===== config.mk =====
export PLATFORM = sky130hd
export DESIGN_NAME = drf_refresh_ctrl
export DESIGN_NICKNAME = d
export VERILOG_FILES = /design/src/rtl/drf_pkg.sv /design/src/rtl/drf_tmr_if.sv /design/src/rtl/drf_interval_timer.sv /design/src/rtl/drf_refresh_ctrl.sv
export SDC_FILE = /design/constraint.sdc
export NUM_CORES = 1
export LEC_CHECK = 0
export BUFFER_PORTS_ARGS = -buffer_cell sky130_fd_sc_hd__clkbuf_2
export CAP_MARGIN = 20
export CORE_UTILIZATION = 58
export DETAILED_ROUTE_END_ITERATION = 8
export PLACE_DENSITY = 0.95
export SYNTH_ARGS = -nofsm -noshare
export SYNTH_HDL_FRONTEND = slang
export SYNTH_HIERARCHICAL = 1
export SYNTH_SLANG_ARGS = --single-unit

===== constraint.sdc =====
create_clock -name clk_i -period 6.33 [get_ports clk_i]
set_input_delay 0.3165 -clock clk_i [delete_from_list [all_inputs] [get_ports clk_i]]
set_output_delay 0.3165 -clock clk_i [all_outputs]
set_load 0.005 [all_outputs]

===== src/rtl/drf_pkg.sv =====
// Purpose: Shared constants for the DRAM refresh control block.
// Assumes: Wishbone classic slave with 32-bit data and byte addressing.
// Notes:   Registers are 16 bits wide and sit in the low half of each word.
package drf_pkg;

  ////////////////////////////////////////////////////////////////////////
  // Register byte offsets.
  localparam logic [7:0] ADR_INTERVAL = 8'h00;
  localparam logic [7:0] ADR_CONTROL = 8'h04;
  localparam logic [7:0] ADR_BASE = 8'h08;
  localparam logic [7:0] ADR_ROWCNT = 8'h0C;
  localparam logic [7:0] ADR_PIN_CONFIG_REGISTER = 8'h10;

  ////////////////////////////////////////////////////////////////////////
  // Field layout.
  localparam int INTERVAL_W = 10;
  localparam int BASE_W = 12;
  localparam int ROWCNT_W = 13;
  localparam int ROWCNT_LSB = 1;
  localparam int ADDR_W = 26;
  localparam int CTRL_EN_BIT = 15;
  localparam int PIN_CONFIG_REGISTER_REFRESH_BIT = 6;
  localparam int PIN_CONFIG_REGISTER_W = 8;

  ////////////////////////////////////////////////////////////////////////
  // Values after reset.
  localparam logic [INTERVAL_W-1:0] RST_INTERVAL = 10'h000;
  localparam logic [BASE_W-1:0] RST_BASE = 12'h000;
  localparam logic [ROWCNT_W-1:0] RST_ROWCNT = 13'h0000;
  localparam logic [PIN_CONFIG_REGISTER_W-1:0] RST_PIN_CONFIG_REGISTER = 8'h00;

  ////////////////////////////////////////////////////////////////////////
  // Timing: one refresh cycle holds the bus for this many clocks.
  localparam int REFRESH_CYCLES = 2;
  localparam logic [INTERVAL_W-1:0] CNT_ONE = 10'h001;

  typedef enum logic [2:0] {
    ST_IDLE = 3'b001,
    ST_YIELD = 3'b010,
    ST_RUN = 3'b100
  } drf_state_t;

endpackage : drf_pkg


===== src/rtl/drf_tmr_if.sv =====
// Purpose: Carries the interval timer controls and results.
// Assumes: Single clock domain shared by both ends.
// Notes:   The tick is combinational and lasts one cycle.
`timescale 1ns/1ps
interface drf_tmr_if;
  import drf_pkg::*;
  logic enable;
  logic load;
  logic pending;
  logic [INTERVAL_W-1:0] reload;
  logic [INTERVAL_W-1:0] count;
  logic tick;

  modport timer (input enable, input load, input pending, input reload,
                 output count, output tick);
  modport ctrl (output enable, output load, output pending, output reload,
                input count, input tick);
endinterface : drf_tmr_if


===== src/rtl/drf_interval_timer.sv =====
// Purpose: Down-counting refresh interval timer.
// Assumes: The controller holds load high for one cycle on new settings.
// Notes:   A reload value of zero or one fires on every cycle that pending is low.
`timescale 1ns/1ps
module drf_interval_timer
  import drf_pkg::*;
(
  input wire logic clk_i,
  input wire logic rst_i,
  drf_tmr_if.timer tmr
);

  logic [INTERVAL_W-1:0] count_ff;
  logic at_one;

  assign at_one = (count_ff <= CNT_ONE);
  assign tmr.count = count_ff;

  ////////////////////////////////////////////////////////////////////////
  // Request at one unless pending.
  assign tmr.tick = tmr.enable && !tmr.load && at_one && !tmr.pending;

  always_ff @(posedge clk_i)
  begin
    if (rst_i)
      count_ff <= RST_INTERVAL;
    else if (tmr.load || !tmr.enable || at_one)
      count_ff <= tmr.reload;
    else
      count_ff <= count_ff - CNT_ONE;
  end

  ////////////////////////////////////////////////////////////////////////
  tick_at_one_a: assert property (@(posedge clk_i) disable iff (rst_i)
    tmr.tick |-> at_one && tmr.enable)
    else $error("Tick raised away from count one.");

  reload_after_a: assert property (@(posedge clk_i) disable iff (rst_i)
    tmr.tick && $stable(tmr.reload) |=> count_ff == $past(tmr.reload))
    else $error("Timer did not reload after a request.");

endmodule : drf_interval_timer


===== src/rtl/drf_refresh_ctrl.sv =====
// Purpose: Refresh control unit with interval timer, row counter and arbiter.
// Assumes: Hold and DMA masters drop their request once acknowledge falls.
// Notes:   The processor reports bus idle so a refresh never cuts a cycle.
//
// The Wishbone interface to the registers and the placing of the registers are this design's own decisions.
`timescale 1ns/1ps

// Behaviour
// - Row counter holds address bits 13:1.
// - Lowest address bit set during refresh.
// - Both byte enables high during refresh.
// - Refresh request withdraws hold or DMA acknowledge.
// - Request stays pending until bus obtained.
// - Refresh wins over every other requester.
// - Interval below six starves other masters.
// - Row counter advances at each request.
// - Refresh indication low through each cycle.
// - Pin config bit 6 routes indication.
// - Control bit 15 enables the unit.
// - Interval value is ten low bits.
// - Control bits 9:0 read running count.
// - Row addresses driven even for CBR.
// - Timer requests at one unless pending.
// - Base supplies address bits 25:14.
module drf_refresh_ctrl
  import drf_pkg::*;
(
  input wire logic clk_i,
  input wire logic rst_i,
  input wire logic wb_cyc_i,
  input wire logic wb_stb_i,
  input wire logic wb_we_i,
  input wire logic [7:0] wb_adr_i,
  input wire logic [3:0] wb_sel_i,
  input wire logic [31:0] wb_dat_i,
  output logic [31:0] wb_dat_o,
  output logic wb_ack_o,
  input wire logic cpu_bus_idle_i,
  input wire logic cpu_ble_n_i,
  input wire logic cpu_bhe_n_i,
  input wire logic hold_request_i,
  input wire logic dma_request_i,
  input wire logic chip_select_six_n_i,
  output logic hold_acknowledge_o,
  output logic dma_acknowledge_n_o,
  output logic low_byte_enable_n_o,
  output logic high_byte_enable_n_o,
  output logic [ADDR_W-1:0] refresh_addr_o,
  output logic refresh_n_o,
  output logic cs6_refresh_pin_n_o
);

  ////////////////////////////////////////////////////////////////////////
  // Register file state.
  logic [INTERVAL_W-1:0] interval_ff;
  logic enable_ff;
  logic [BASE_W-1:0] base_ff;
  logic [ROWCNT_W-1:0] rowcnt_ff;
  logic [PIN_CONFIG_REGISTER_W-1:0] pin_config_register_ff;
  logic load_ff;
  logic pending_ff;
  drf_state_t state_ff;
  drf_state_t nxt_state;
  logic [7:0] run_cnt_ff;
  logic bus_wr;
  logic bus_rd;
  logic start_run;
  logic ext_owned;
  logic release_wait_ff;
  logic [15:0] nxt_rdata;
  logic [15:0] wr_interval;
  logic [15:0] wr_base;
  logic [15:0] wr_rowcnt;

  drf_tmr_if tmr ();

  function automatic logic hit(input logic [7:0] adr, input logic [7:0] off);
    hit = (adr[7:2] == off[7:2]);
  endfunction : hit

  function automatic logic [15:0] merge16(input logic [15:0] old,
                                          input logic [31:0] dat,
                                          input logic [3:0] sel);
    merge16 = {sel[1] ? dat[15:8] : old[15:8], sel[0] ? dat[7:0] : old[7:0]};
  endfunction : merge16

  assign wr_interval = merge16({6'h00, interval_ff}, wb_dat_i, wb_sel_i);
  assign wr_base = merge16({4'h0, base_ff}, wb_dat_i, wb_sel_i);
  assign wr_rowcnt = merge16({2'b00, rowcnt_ff, 1'b0}, wb_dat_i, wb_sel_i);

  assign bus_wr = wb_cyc_i && wb_stb_i && wb_we_i && !wb_ack_o;
  assign bus_rd = wb_cyc_i && wb_stb_i && !wb_we_i && !wb_ack_o;

  ////////////////////////////////////////////////////////////////////////
  // Wishbone answer: one wait state, ack for one cycle.
  always_ff @(posedge clk_i)
  begin
    if (rst_i)
      wb_ack_o <= 1'b0;
    else
      wb_ack_o <= wb_cyc_i && wb_stb_i && !wb_ack_o;
  end

  always_comb
  begin
    nxt_rdata = 16'h0000;
    if (hit(wb_adr_i, ADR_INTERVAL))
      nxt_rdata[INTERVAL_W-1:0] = interval_ff;
    else if (hit(wb_adr_i, ADR_CONTROL))
    begin
      nxt_rdata[CTRL_EN_BIT] = enable_ff;
      nxt_rdata[INTERVAL_W-1:0] = tmr.count;
    end
    else if (hit(wb_adr_i, ADR_BASE))
      nxt_rdata[BASE_W-1:0] = base_ff;
    else if (hit(wb_adr_i, ADR_ROWCNT))
      nxt_rdata[ROWCNT_W+ROWCNT_LSB-1:ROWCNT_LSB] = rowcnt_ff;
    else if (hit(wb_adr_i, ADR_PIN_CONFIG_REGISTER))
      nxt_rdata[PIN_CONFIG_REGISTER_W-1:0] = pin_config_register_ff;
  end

  always_ff @(posedge clk_i)
  begin
    if (rst_i)
      wb_dat_o <= 32'h0000_0000;
    else if (bus_rd)
      wb_dat_o <= {16'h0000, nxt_rdata};
    else
      wb_dat_o <= 32'h0000_0000;
  end

  ////////////////////////////////////////////////////////////////////////
  // Software registers. A new interval or a fresh enable reloads the timer.
  always_ff @(posedge clk_i)
  begin
    if (rst_i)
    begin
      interval_ff <= RST_INTERVAL;
      enable_ff <= 1'b0;
      base_ff <= RST_BASE;
      pin_config_register_ff <= RST_PIN_CONFIG_REGISTER;
      load_ff <= 1'b0;
    end
    else
    begin
      load_ff <= 1'b0;
      if (bus_wr && hit(wb_adr_i, ADR_INTERVAL))
      begin
        interval_ff <= wr_interval[INTERVAL_W-1:0];
        load_ff <= 1'b1;
      end
      if (bus_wr && hit(wb_adr_i, ADR_CONTROL) && wb_sel_i[1])
      begin
        enable_ff <= wb_dat_i[CTRL_EN_BIT];
        load_ff <= 1'b1;
      end
      if (bus_wr && hit(wb_adr_i, ADR_BASE))
        base_ff <= wr_base[BASE_W-1:0];
      if (bus_wr && hit(wb_adr_i, ADR_PIN_CONFIG_REGISTER) && wb_sel_i[0])
        pin_config_register_ff <= wb_dat_i[PIN_CONFIG_REGISTER_W-1:0];
    end
  end

  assign tmr.enable = enable_ff;
  assign tmr.load = load_ff;
  assign tmr.reload = interval_ff;
  assign tmr.pending = pending_ff;

  drf_interval_timer u_timer (
    .clk_i(clk_i),
    .rst_i(rst_i),
    .tmr(tmr.timer)
  );

  ////////////////////////////////////////////////////////////////////////
  // Row counter. A refresh step beats a software write in the same cycle.
  always_ff @(posedge clk_i)
  begin
    if (rst_i)
      rowcnt_ff <= RST_ROWCNT;
    else if (tmr.tick)
      rowcnt_ff <= rowcnt_ff + 13'h0001;
    else if (bus_wr && hit(wb_adr_i, ADR_ROWCNT))
      rowcnt_ff <= wr_rowcnt[ROWCNT_W+ROWCNT_LSB-1:ROWCNT_LSB];
  end

  ////////////////////////////////////////////////////////////////////////
  // Pending request: a new tick wins over the clear at bus takeover.
  assign start_run = (nxt_state == ST_RUN) && (state_ff != ST_RUN);

  always_ff @(posedge clk_i)
  begin
    if (rst_i)
      pending_ff <= 1'b0;
    else if (tmr.tick)
      pending_ff <= 1'b1;
    else if (start_run)
      pending_ff <= 1'b0;
  end

  ////////////////////////////////////////////////////////////////////////
  // Arbitration. A granted master keeps the bus until its acknowledge falls
  // and both hold and DMA requests are low. A master that only requests and was
  // never granted does not own the bus; it holds off a refresh only by keeping another master's release wait open.
  always_ff @(posedge clk_i)
  begin
    if (rst_i)
      release_wait_ff <= 1'b0;
    else if (hold_acknowledge_o || !dma_acknowledge_n_o)
      release_wait_ff <= 1'b1;
    else if (!hold_request_i && !dma_request_i)
      release_wait_ff <= 1'b0;
  end

  assign ext_owned = hold_acknowledge_o || !dma_acknowledge_n_o || release_wait_ff;

  always_comb
  begin
    nxt_state = state_ff;
    case (state_ff)
      ST_IDLE:
        if (pending_ff)
          nxt_state = ST_YIELD;
      ST_YIELD:
        // Wait for the external master to let go.
        if (!ext_owned && cpu_bus_idle_i)
          nxt_state = ST_RUN;
      ST_RUN:
        if (run_cnt_ff == 8'(REFRESH_CYCLES - 1))
          nxt_state = pending_ff ? ST_YIELD : ST_IDLE;
      default:
        nxt_state = ST_IDLE;
    endcase
  end

  always_ff @(posedge clk_i)
  begin
    if (rst_i)
      state_ff <= ST_IDLE;
    else
      state_ff <= nxt_state;
  end

  always_ff @(posedge clk_i)
  begin
    if (rst_i || nxt_state != ST_RUN)
      run_cnt_ff <= 8'h00;
    else if (state_ff == ST_RUN)
      run_cnt_ff <= run_cnt_ff + 8'h01;
  end

  always_ff @(posedge clk_i)
  begin
    if (rst_i)
    begin
      hold_acknowledge_o <= 1'b0;
      dma_acknowledge_n_o <= 1'b1;
    end
    else if (pending_ff || tmr.tick || state_ff != ST_IDLE)
    begin
      hold_acknowledge_o <= 1'b0;
      dma_acknowledge_n_o <= 1'b1;
    end
    else
    begin
      dma_acknowledge_n_o <= !(dma_request_i && cpu_bus_idle_i &&
                               (!dma_acknowledge_n_o || !hold_acknowledge_o));
      hold_acknowledge_o <= hold_request_i && cpu_bus_idle_i &&
                            dma_acknowledge_n_o && !dma_request_i;
    end
  end

  ////////////////////////////////////////////////////////////////////////
  // Refresh cycle outputs, registered from the next state.
  always_ff @(posedge clk_i)
  begin
    if (rst_i)
    begin
      refresh_n_o <= 1'b1;
      refresh_addr_o <= '0;
      low_byte_enable_n_o <= 1'b1;
      high_byte_enable_n_o <= 1'b1;
    end
    else if (nxt_state == ST_RUN)
    begin
      refresh_n_o <= 1'b0;
      refresh_addr_o <= {base_ff, rowcnt_ff, 1'b1};
      low_byte_enable_n_o <= 1'b1;
      high_byte_enable_n_o <= 1'b1;
    end
    else
    begin
      refresh_n_o <= 1'b1;
      refresh_addr_o <= '0;
      low_byte_enable_n_o <= cpu_ble_n_i;
      high_byte_enable_n_o <= cpu_bhe_n_i;
    end
  end

  always_ff @(posedge clk_i)
  begin
    if (rst_i)
      cs6_refresh_pin_n_o <= 1'b1;
    else if (pin_config_register_ff[PIN_CONFIG_REGISTER_REFRESH_BIT])
      cs6_refresh_pin_n_o <= (nxt_state != ST_RUN);
    else
      cs6_refresh_pin_n_o <= chip_select_six_n_i;
  end

  ////////////////////////////////////////////////////////////////////////
  // Checks. The glue-side column buffer duty is outside this block.
  ack_one_cycle_a: assert property (@(posedge clk_i) disable iff (rst_i)
    wb_ack_o |=> !wb_ack_o)
    else $error("Bus ack stood longer than one cycle.");

  refresh_lsb_a: assert property (@(posedge clk_i) disable iff (rst_i)
    !refresh_n_o |-> refresh_addr_o[0] == 1'b1)
    else $error("Lowest refresh address bit not set.");

  byte_enables_a: assert property (@(posedge clk_i) disable iff (rst_i)
    !refresh_n_o |-> low_byte_enable_n_o && high_byte_enable_n_o)
    else $error("Byte enable active during refresh.");

  grant_drop_a: assert property (@(posedge clk_i) disable iff (rst_i)
    pending_ff |=> !hold_acknowledge_o && dma_acknowledge_n_o)
    else $error("Grant kept while refresh pending.");

  pending_keep_a: assert property (@(posedge clk_i) disable iff (rst_i)
    pending_ff && !start_run |=> pending_ff)
    else $error("Pending refresh lost before takeover.");

  refresh_excl_a: assert property (@(posedge clk_i) disable iff (rst_i)
    !refresh_n_o |-> !hold_acknowledge_o && dma_acknowledge_n_o)
    else $error("External grant during refresh.");

  row_step_a: assert property (@(posedge clk_i) disable iff (rst_i)
    tmr.tick |=> rowcnt_ff == $past(rowcnt_ff) + 13'h0001)
    else $error("Row counter did not advance.");

  refresh_ind_a: assert property (@(posedge clk_i) disable iff (rst_i)
    (state_ff == ST_RUN) == !refresh_n_o)
    else $error("Refresh indication does not track cycle.");

  pin_route_a: assert property (@(posedge clk_i) disable iff (rst_i)
    pin_config_register_ff[PIN_CONFIG_REGISTER_REFRESH_BIT] && $stable(pin_config_register_ff) |-> cs6_refresh_pin_n_o == refresh_n_o)
    else $error("Shared pin not carrying refresh indication.");

  enable_gate_a: assert property (@(posedge clk_i) disable iff (rst_i)
    !enable_ff |-> !tmr.tick)
    else $error("Refresh request while disabled.");

  count_read_a: assert property (@(posedge clk_i) disable iff (rst_i)
    bus_rd && hit(wb_adr_i, ADR_CONTROL) |=> wb_dat_o[9:0] == $past(tmr.count))
    else $error("Control readback lost running count.");

  base_addr_a: assert property (@(posedge clk_i) disable iff (rst_i)
    !refresh_n_o |-> refresh_addr_o[ADDR_W-1:ADDR_W-BASE_W] == $past(base_ff))
    else $error("Refresh address upper bits differ from base.");

  refresh_seen_c: cover property (@(posedge clk_i) disable iff (rst_i)
    $fell(refresh_n_o));
  hold_yield_c: cover property (@(posedge clk_i) disable iff (rst_i)
    hold_acknowledge_o && pending_ff ##1 !hold_acknowledge_o ##[1:50] !refresh_n_o);
  dma_yield_c: cover property (@(posedge clk_i) disable iff (rst_i)
    !dma_acknowledge_n_o ##[1:50] !refresh_n_o);

endmodule : drf_refresh_ctrl


### Word level (Yosys, flattened, before mapping)

Cells that the tools add are included.

* register bits: 133
* input port bits: 55
* output and inout bits: 65
* logic and storage cells: 136

* $add $sub $neg: 3
* magnitude comparators: 1
* equality and inequality tests: 12
* muxes and demuxes: 26
* bitwise operators: 4
* reductions and logical operators: 62

Operators with widths (count)
* 2-to-1 mux 10 bit: 3
* 2-to-1 mux 13 bit: 2
* logical AND 1 bit: 24
* 2-to-1 mux 8 bit: 2
* adder 13 x 1 -> 13 bit (second input constant): 1
* equality test 6 x 2 -> 1 bit (second input constant): 2
* 2-to-1 mux 12 bit: 1
* 2-to-1 mux 6 bit: 2
* AND reduction 2 bit: 6
* logical NOT 1 bit: 11
* less-or-equal comparator 10 x 1 -> 1 bit (second input constant): 1
* 2-to-1 mux 1 bit: 10
* nonzero test 2 bit: 5
* subtractor 10 x 1 -> 10 bit (second input constant): 1
* 2-to-1 mux 3 bit: 3
* case mux 3 bit (3 select lines): 1
* adder 8 x 1 -> 8 bit (second input constant): 1
* equality test 8 x 1 -> 1 bit (second input constant): 1
* logical OR 1 bit: 8
* OR reduction 2 bit: 4
* OR reduction 4 bit: 2
* 2-to-1 mux 7 bit: 1
* equality test 3 bit (second input constant): 2
* equality test 6 x 1 -> 1 bit (second input constant): 1
* other kinds (9): 13

### Logic depth before layout (Yosys ltp)

* word-level depth: 11
* mapped depth: 9
* depth with buffers taken out: 8

### Cells and area by module

The synthesis kept the hierarchy.

By module, submodules not included
* drf_refresh_ctrl: instances 1, cells each 508, area each 4614.4 um2, seq. area each 2122.0 um2
* drf_interval_timer: instances 1, cells each 67, area each 614.3 um2, seq. area each 200.2 um2

### Worst setup path after synthesis

OpenSTA, ideal clock, no wires.

* path kind: register to register
* start point: reg u_timer.count_ff[4] (netlist: u_timer/tmr.count[4])
* end point: reg rowcnt_ff[7]
* library setup time: 132 ps
* data arrival time: 2067 ps
* required time: 6198 ps
* slack: 4131 ps
* stages on the path, launching flop included: 9
* path buffers: 2
* period minus slack after synthesis: 2199 ps
* path through: dfxtp_1 nor3_4 o2111ai_1 clkbuf_1 nor3b_1 inv_1 clkbuf_1 a31oi_1 a21oi_1

* cells in the longest elaborated chain, start to end: 5
* elaborated cells between the ends (all ways): 7
* classes of those cells: order compare: 1; mux: 1; reduce/logical: 5

Ends and longest elaborated chain
* start, declared: line drf_interval_timer.sv:13 `logic [INTERVAL_W-1:0] count_ff;`
* start signal, assigned: line drf_interval_timer.sv:28 `count_ff <= tmr.reload;`
* start signal, assigned: line drf_interval_timer.sv:30 `count_ff <= count_ff - CNT_ONE;`
* less-or-equal comparator 10 x 1 -> 1 bit (*): line drf_interval_timer.sv:16 `assign at_one = (count_ff <= CNT_ONE);`
* logical AND 1 bit (*) (2 in series): line drf_interval_timer.sv:21 `assign tmr.tick = tmr.enable && !tmr.load && at_one && !tmr.pending;`
* via tmr.tick: line drf_tmr_if.sv:12 `logic tick;`
* nonzero test 2 bit (no line)
* AND reduction 2 bit (no line)
* end signal, assigned: line drf_refresh_ctrl.sv:182 `rowcnt_ff <= rowcnt_ff + 13'h0001;`
* end signal, assigned: line drf_refresh_ctrl.sv:184 `rowcnt_ff <= wr_rowcnt[ROWCNT_W+ROWCNT_LSB-1:ROWCNT_LSB];`
* end, declared: line drf_refresh_ctrl.sv:58 `logic [ROWCNT_W-1:0] rowcnt_ff;`

Mark *: on every way through the listed nets, which the timed path passes. The rest lies on a longest branch.
A chain may end at the register's enable or synchronous reset.

### Worst setup path after layout

* start point: reg u_timer.count_ff[0] (netlist: u_timer/tmr.count[0])
* end point: reg hold_acknowledge_o

* cells in the longest elaborated chain, start to end: 6

Ends and longest elaborated chain
* less-or-equal comparator 10 x 1 -> 1 bit: line drf_interval_timer.sv:16
* logical AND 1 bit (2 in series): line drf_interval_timer.sv:21
* via tmr.tick: line drf_tmr_if.sv:12
* logical OR 1 bit (2 in series): line drf_refresh_ctrl.sv:259 `else if (pending_ff || tmr.tick || state_ff != ST_IDLE)`
* OR reduction 2 bit (no line)
* end signal, assigned: line drf_refresh_ctrl.sv:268 `hold_acknowledge_o <= hold_request_i && cpu_bus_idle_i &&`
* end, declared: line drf_refresh_ctrl.sv:44 `output logic hold_acknowledge_o,`

The timed path passes the listed nets, and every way through them passes these cells.

==> impl_metrics.csv <==
group,metric,value,unit
run_status,run_status,"finished clean",
clock_network,cts_made_buffers,17,
cells_and_area,post_route_design_area,0.00618,mm²
floorplanning,die_height,96.9,µm
setup_path,regToRegSetupSlack,3.33,ns
cells_and_area,most_common_library_cell_in_the_layout_ignoring_fill_and_taps,"sky130_fd_sc_hd__dfxtp_1",
floorplanning,die-area,0.00940,mm²
power,report.power.total,1.71,mW
yosys,synthesis.instances,575,
setup_path,endpoint,"hold_acknowledge_o$_SDFF_PP0_",
yosys,synth.ff_latch_count,116,
routing,post_dr_wirelength_cell,18.6,µm
cells_and_area,num-nets-final,707,
floorplanning,rows,34,
placed_design,port-buffer-count,81,
global_routing,grt_max_degree,35,
clock_network,cts_sinks,116,
yosys,synth.cell_area,0.00523,mm²
routing,vias_per_cell,6.26,
timing,timing.hold.ws,0.0239,ns
placed_design,gp_routability_congestion,0.927,
yosys,synth-edff-count,0,
floorplanning,num_ports,120,
routing,drt_pre_antenna_iters,5,
cells_and_area,post_route_cells_drive_above_1_share,21.5,%
routing,first_iter_violations,639,
setup_path,timing.critical_path.from,"u_timer/tmr.count[0]$_SDFF_PP0_",
yosys,synth.avg_cell_area,9.09,µm²
cells_and_area,multi_input_comb_area,0.00263,mm²
clock_network,clkSlewWorstSetupHoldPaths,0.06,ns
timing,grt_setup_unrepaired,"false",
worst_hold_path,hold_path.startpoint,"dma_request_i",
routing,drc_errors,0,
cells_and_area,final_core_utilization,70.8,%
cells_and_area,flow.area_growth_from_synthesis,18.2,%
global_routing,globalRoute.totalOverflow,0,
timing,clock-skew-final,0.00661,ns
cells_and_area,area.sequential,0.00232,mm²
cells_and_area,layout.filler_cells,597,
placed_design,dp_hpwl,9030,µm
routing,route.vias.total,4811,
setup_path,worst-r2r-cell-count,8,
yosys,synthXorXnorAreaFrac,3.18,%
worst_hold_path,hold_class,"primary input to flop",
power,irDropWorstVdd,0.175,mV
clock_network,insertion_delay,0.52,ns
setup_path,worstPathRequired,6.75,ns
timing,setup_total_negative_slack,0,ns
timing,report.final.slew_viol_count,0,
setup_path,timing.rr.end,"hold_acknowledge_o$_SDFF_PP0_",
floorplanning,placeableCoreArea,0.00872,mm²
setup_path,start_to_end_type_of_the_worst_setup_path,"flop to flop",
floorplanning,die_width,96.9,µm
timing,final_min_period_over_clock_period,47.4,%
timing,max-slew-margin-rel,30.7,%
setup_path,critical_path_arrival,3.43,ns
yosys,yosys_most_used_dff,"sky130_fd_sc_hd__dfxtp_1",
global_routing,grt_usage,30.8,%
yosys,synthAdderAreaFrac,1.20,%
timing,min_period,3.00,ns
power,power.leakage,2.47,nW
yosys,synth_sequential_area_ratio,44.4,%
timing,worst_pin_slew,1.04,ns
setup_path,end_kind,"flop",
yosys,async_flop_share,0,%
timing,endpoints_failing_hold,0,
cells_and_area,layout.cells.most_common_list,"116 x sky130_fd_sc_hd__dfxtp_1, 81 x sky130_fd_sc_hd__clkbuf_2, 51 x sky130_fd_sc_hd__a21oi_1, 35 x sky130_fd_sc_hd__nor2_1, 35 x sky130_fd_sc_hd__o21ai_0",
cells_and_area,antenna-diode-count,0,
yosys,synth_mux_area_share,5.10,%
global_routing,grt_pass1_vias,4717,
clock_network,clock-root-buffer,"sky130_fd_sc_hd__clkbuf_8",
yosys,main_combinational_cell_family_by_area_after_synthesis,"simple AND/OR/NAND/NOR gates",
setup_path,cp_max_fo,16,
clock_network,cts.path.max_buffers,2,
setup_path,worst_r2r_startpoint,"u_timer/tmr.count[0]$_SDFF_PP0_",
clock_network,cts_max_level,4,
clock_network,tritoncts,"built",
routing,final_wl,14300,µm
yosys,synth-compound-area-share,16.5,%
setup_path,setup.worst_path.start_class,"flop",
routing,drtAntennaViolNets,0,
timing,fmax,333,MHz
placed_design,post_dp_cell_area,0.00559,mm²
floorplanning,floorplan.initialDensity,60.0,%
power,power-per-cell-area,276,mW/mm²
timing,final-setup-viol-count,0,
global_routing,grt_antenna_before_repair,0,
global_routing,grt_pass1_wl,23000,µm
run,drv.max_cap_violation_count,0,
yosys,yosys_warnings,6,
yosys,post_synth_num_cell_types,69,
yosys,post_synth_and_or_nand_nor_area_fraction,23.1,%
state kept, by name, summed over array words and instances, names as in the netlist, 3 cells and up:
| register | flops |
|---|---|
| base_ff | 12 |
| refresh_addr_o | 26 |
| wb_dat_o | 15 |
| pin_config_register_ff | 8 |
| state_ff | 3 |
| run_cnt_ff | 8 |
| interval_ff | 10 |
| u_timer/tmr.count | 10 |
| rowcnt_ff | 13 |
power breakdown:
group	internal (mW)	switching, mW
clock network	0.565	0.344
logic	0.0188	0.0438
registers	0.733	0.00207
per-layer routing:
metal	wire [µm]	GRT usage [%]
met1	5360	36.2
met3	1500	9.47
met5	0	0
met2	6700	50.4
met4	723	16.5
cell usage after synthesis, drive strengths merged, types with 5 or more instances:
cell type  number  share of area (%)
nor4            6                1.8
nor3           12                1.5
clkbuf         26                1.9
nand4          11                1.3
a211oi         12                2.5
and2           34                4.1
ha              5                1.2
dfxtp         116                 44
nor2b           6               0.72
nand3          27                2.6
o21ai          37                3.5
a31oi           6               0.72
xor2            8                1.3
nand2b          6               0.72
inv            17                1.2
or3             6               0.72
nand2          30                2.2
a21oi          51                4.9
xnor2          11                1.8
and3           12                1.4
nor2           35                2.5
buf            25                3.4
mux2i          21                4.0
worst max-delay path, cell delays in order, from the launching register on:
cell	delay [ns]
sky130_fd_sc_hd__dfxtp_1	0.40
sky130_fd_sc_hd__inv_1	0.08
sky130_fd_sc_hd__ha_1	0.29
sky130_fd_sc_hd__o2111ai_1	0.86
sky130_fd_sc_hd__nor3b_1	0.15
sky130_fd_sc_hd__buf_4	0.26
sky130_fd_sc_hd__inv_1	0.37
sky130_fd_sc_hd__nand4b_1	0.20
sky130_fd_sc_hd__nor3_1	0.28
stage by stage:
stage	std cells	worst slack, ns
detailed placement	734	3.55
global placement	734	3.60
finish	768	3.33
floorplan	591	4.13
CTS	768	3.48
global route	768	3.33
cell type report:
cell class	instances	area share, %
clock buffer	18	6.93
clock inverter	14	2.23
inverter	17	1.03
multi-input combinational	407	42.5
sequential	116	37.6
tap	108	2.19
timing repair buffer	88	7.49
what timing repair did:
item,CTS,global route
endpoints found under the hold margin,2,0
setup buffers,0,0
resized for setup,0,0
hold buffers,2,0
logic make-up (layout without fill, tap and decap cells):
kind of cell,after synthesis,after routing
simple gates,207,207
compound gates,135,135
flops,116,116
buf+inv,68,137
mux,24,24
xor+xnor,19,19
fa+ha+maj,5,5
other cells,1,17
worst min path at each step:
| stage | to | slack [ns] | cells after the start |
|---|---|---|---|
| floorplan | hold_acknowledge_o$_SDFF_PP0_ | 0.39 | 1 |
| global placement | wb_dat_o[15]$_SDFF_PP0_ | 0.45 | 2 |
| detailed placement | wb_dat_o[15]$_SDFF_PP0_ | 0.46 | 2 |
| CTS | hold_acknowledge_o$_SDFF_PP0_ | 0.01 | 2 |
| global route | hold_acknowledge_o$_SDFF_PP0_ | 0.003 | 2 |
| finish | hold_acknowledge_o$_SDFF_PP0_ | 0.02 | 2 |
Note: power is estimated with default switching activity, not from simulation.
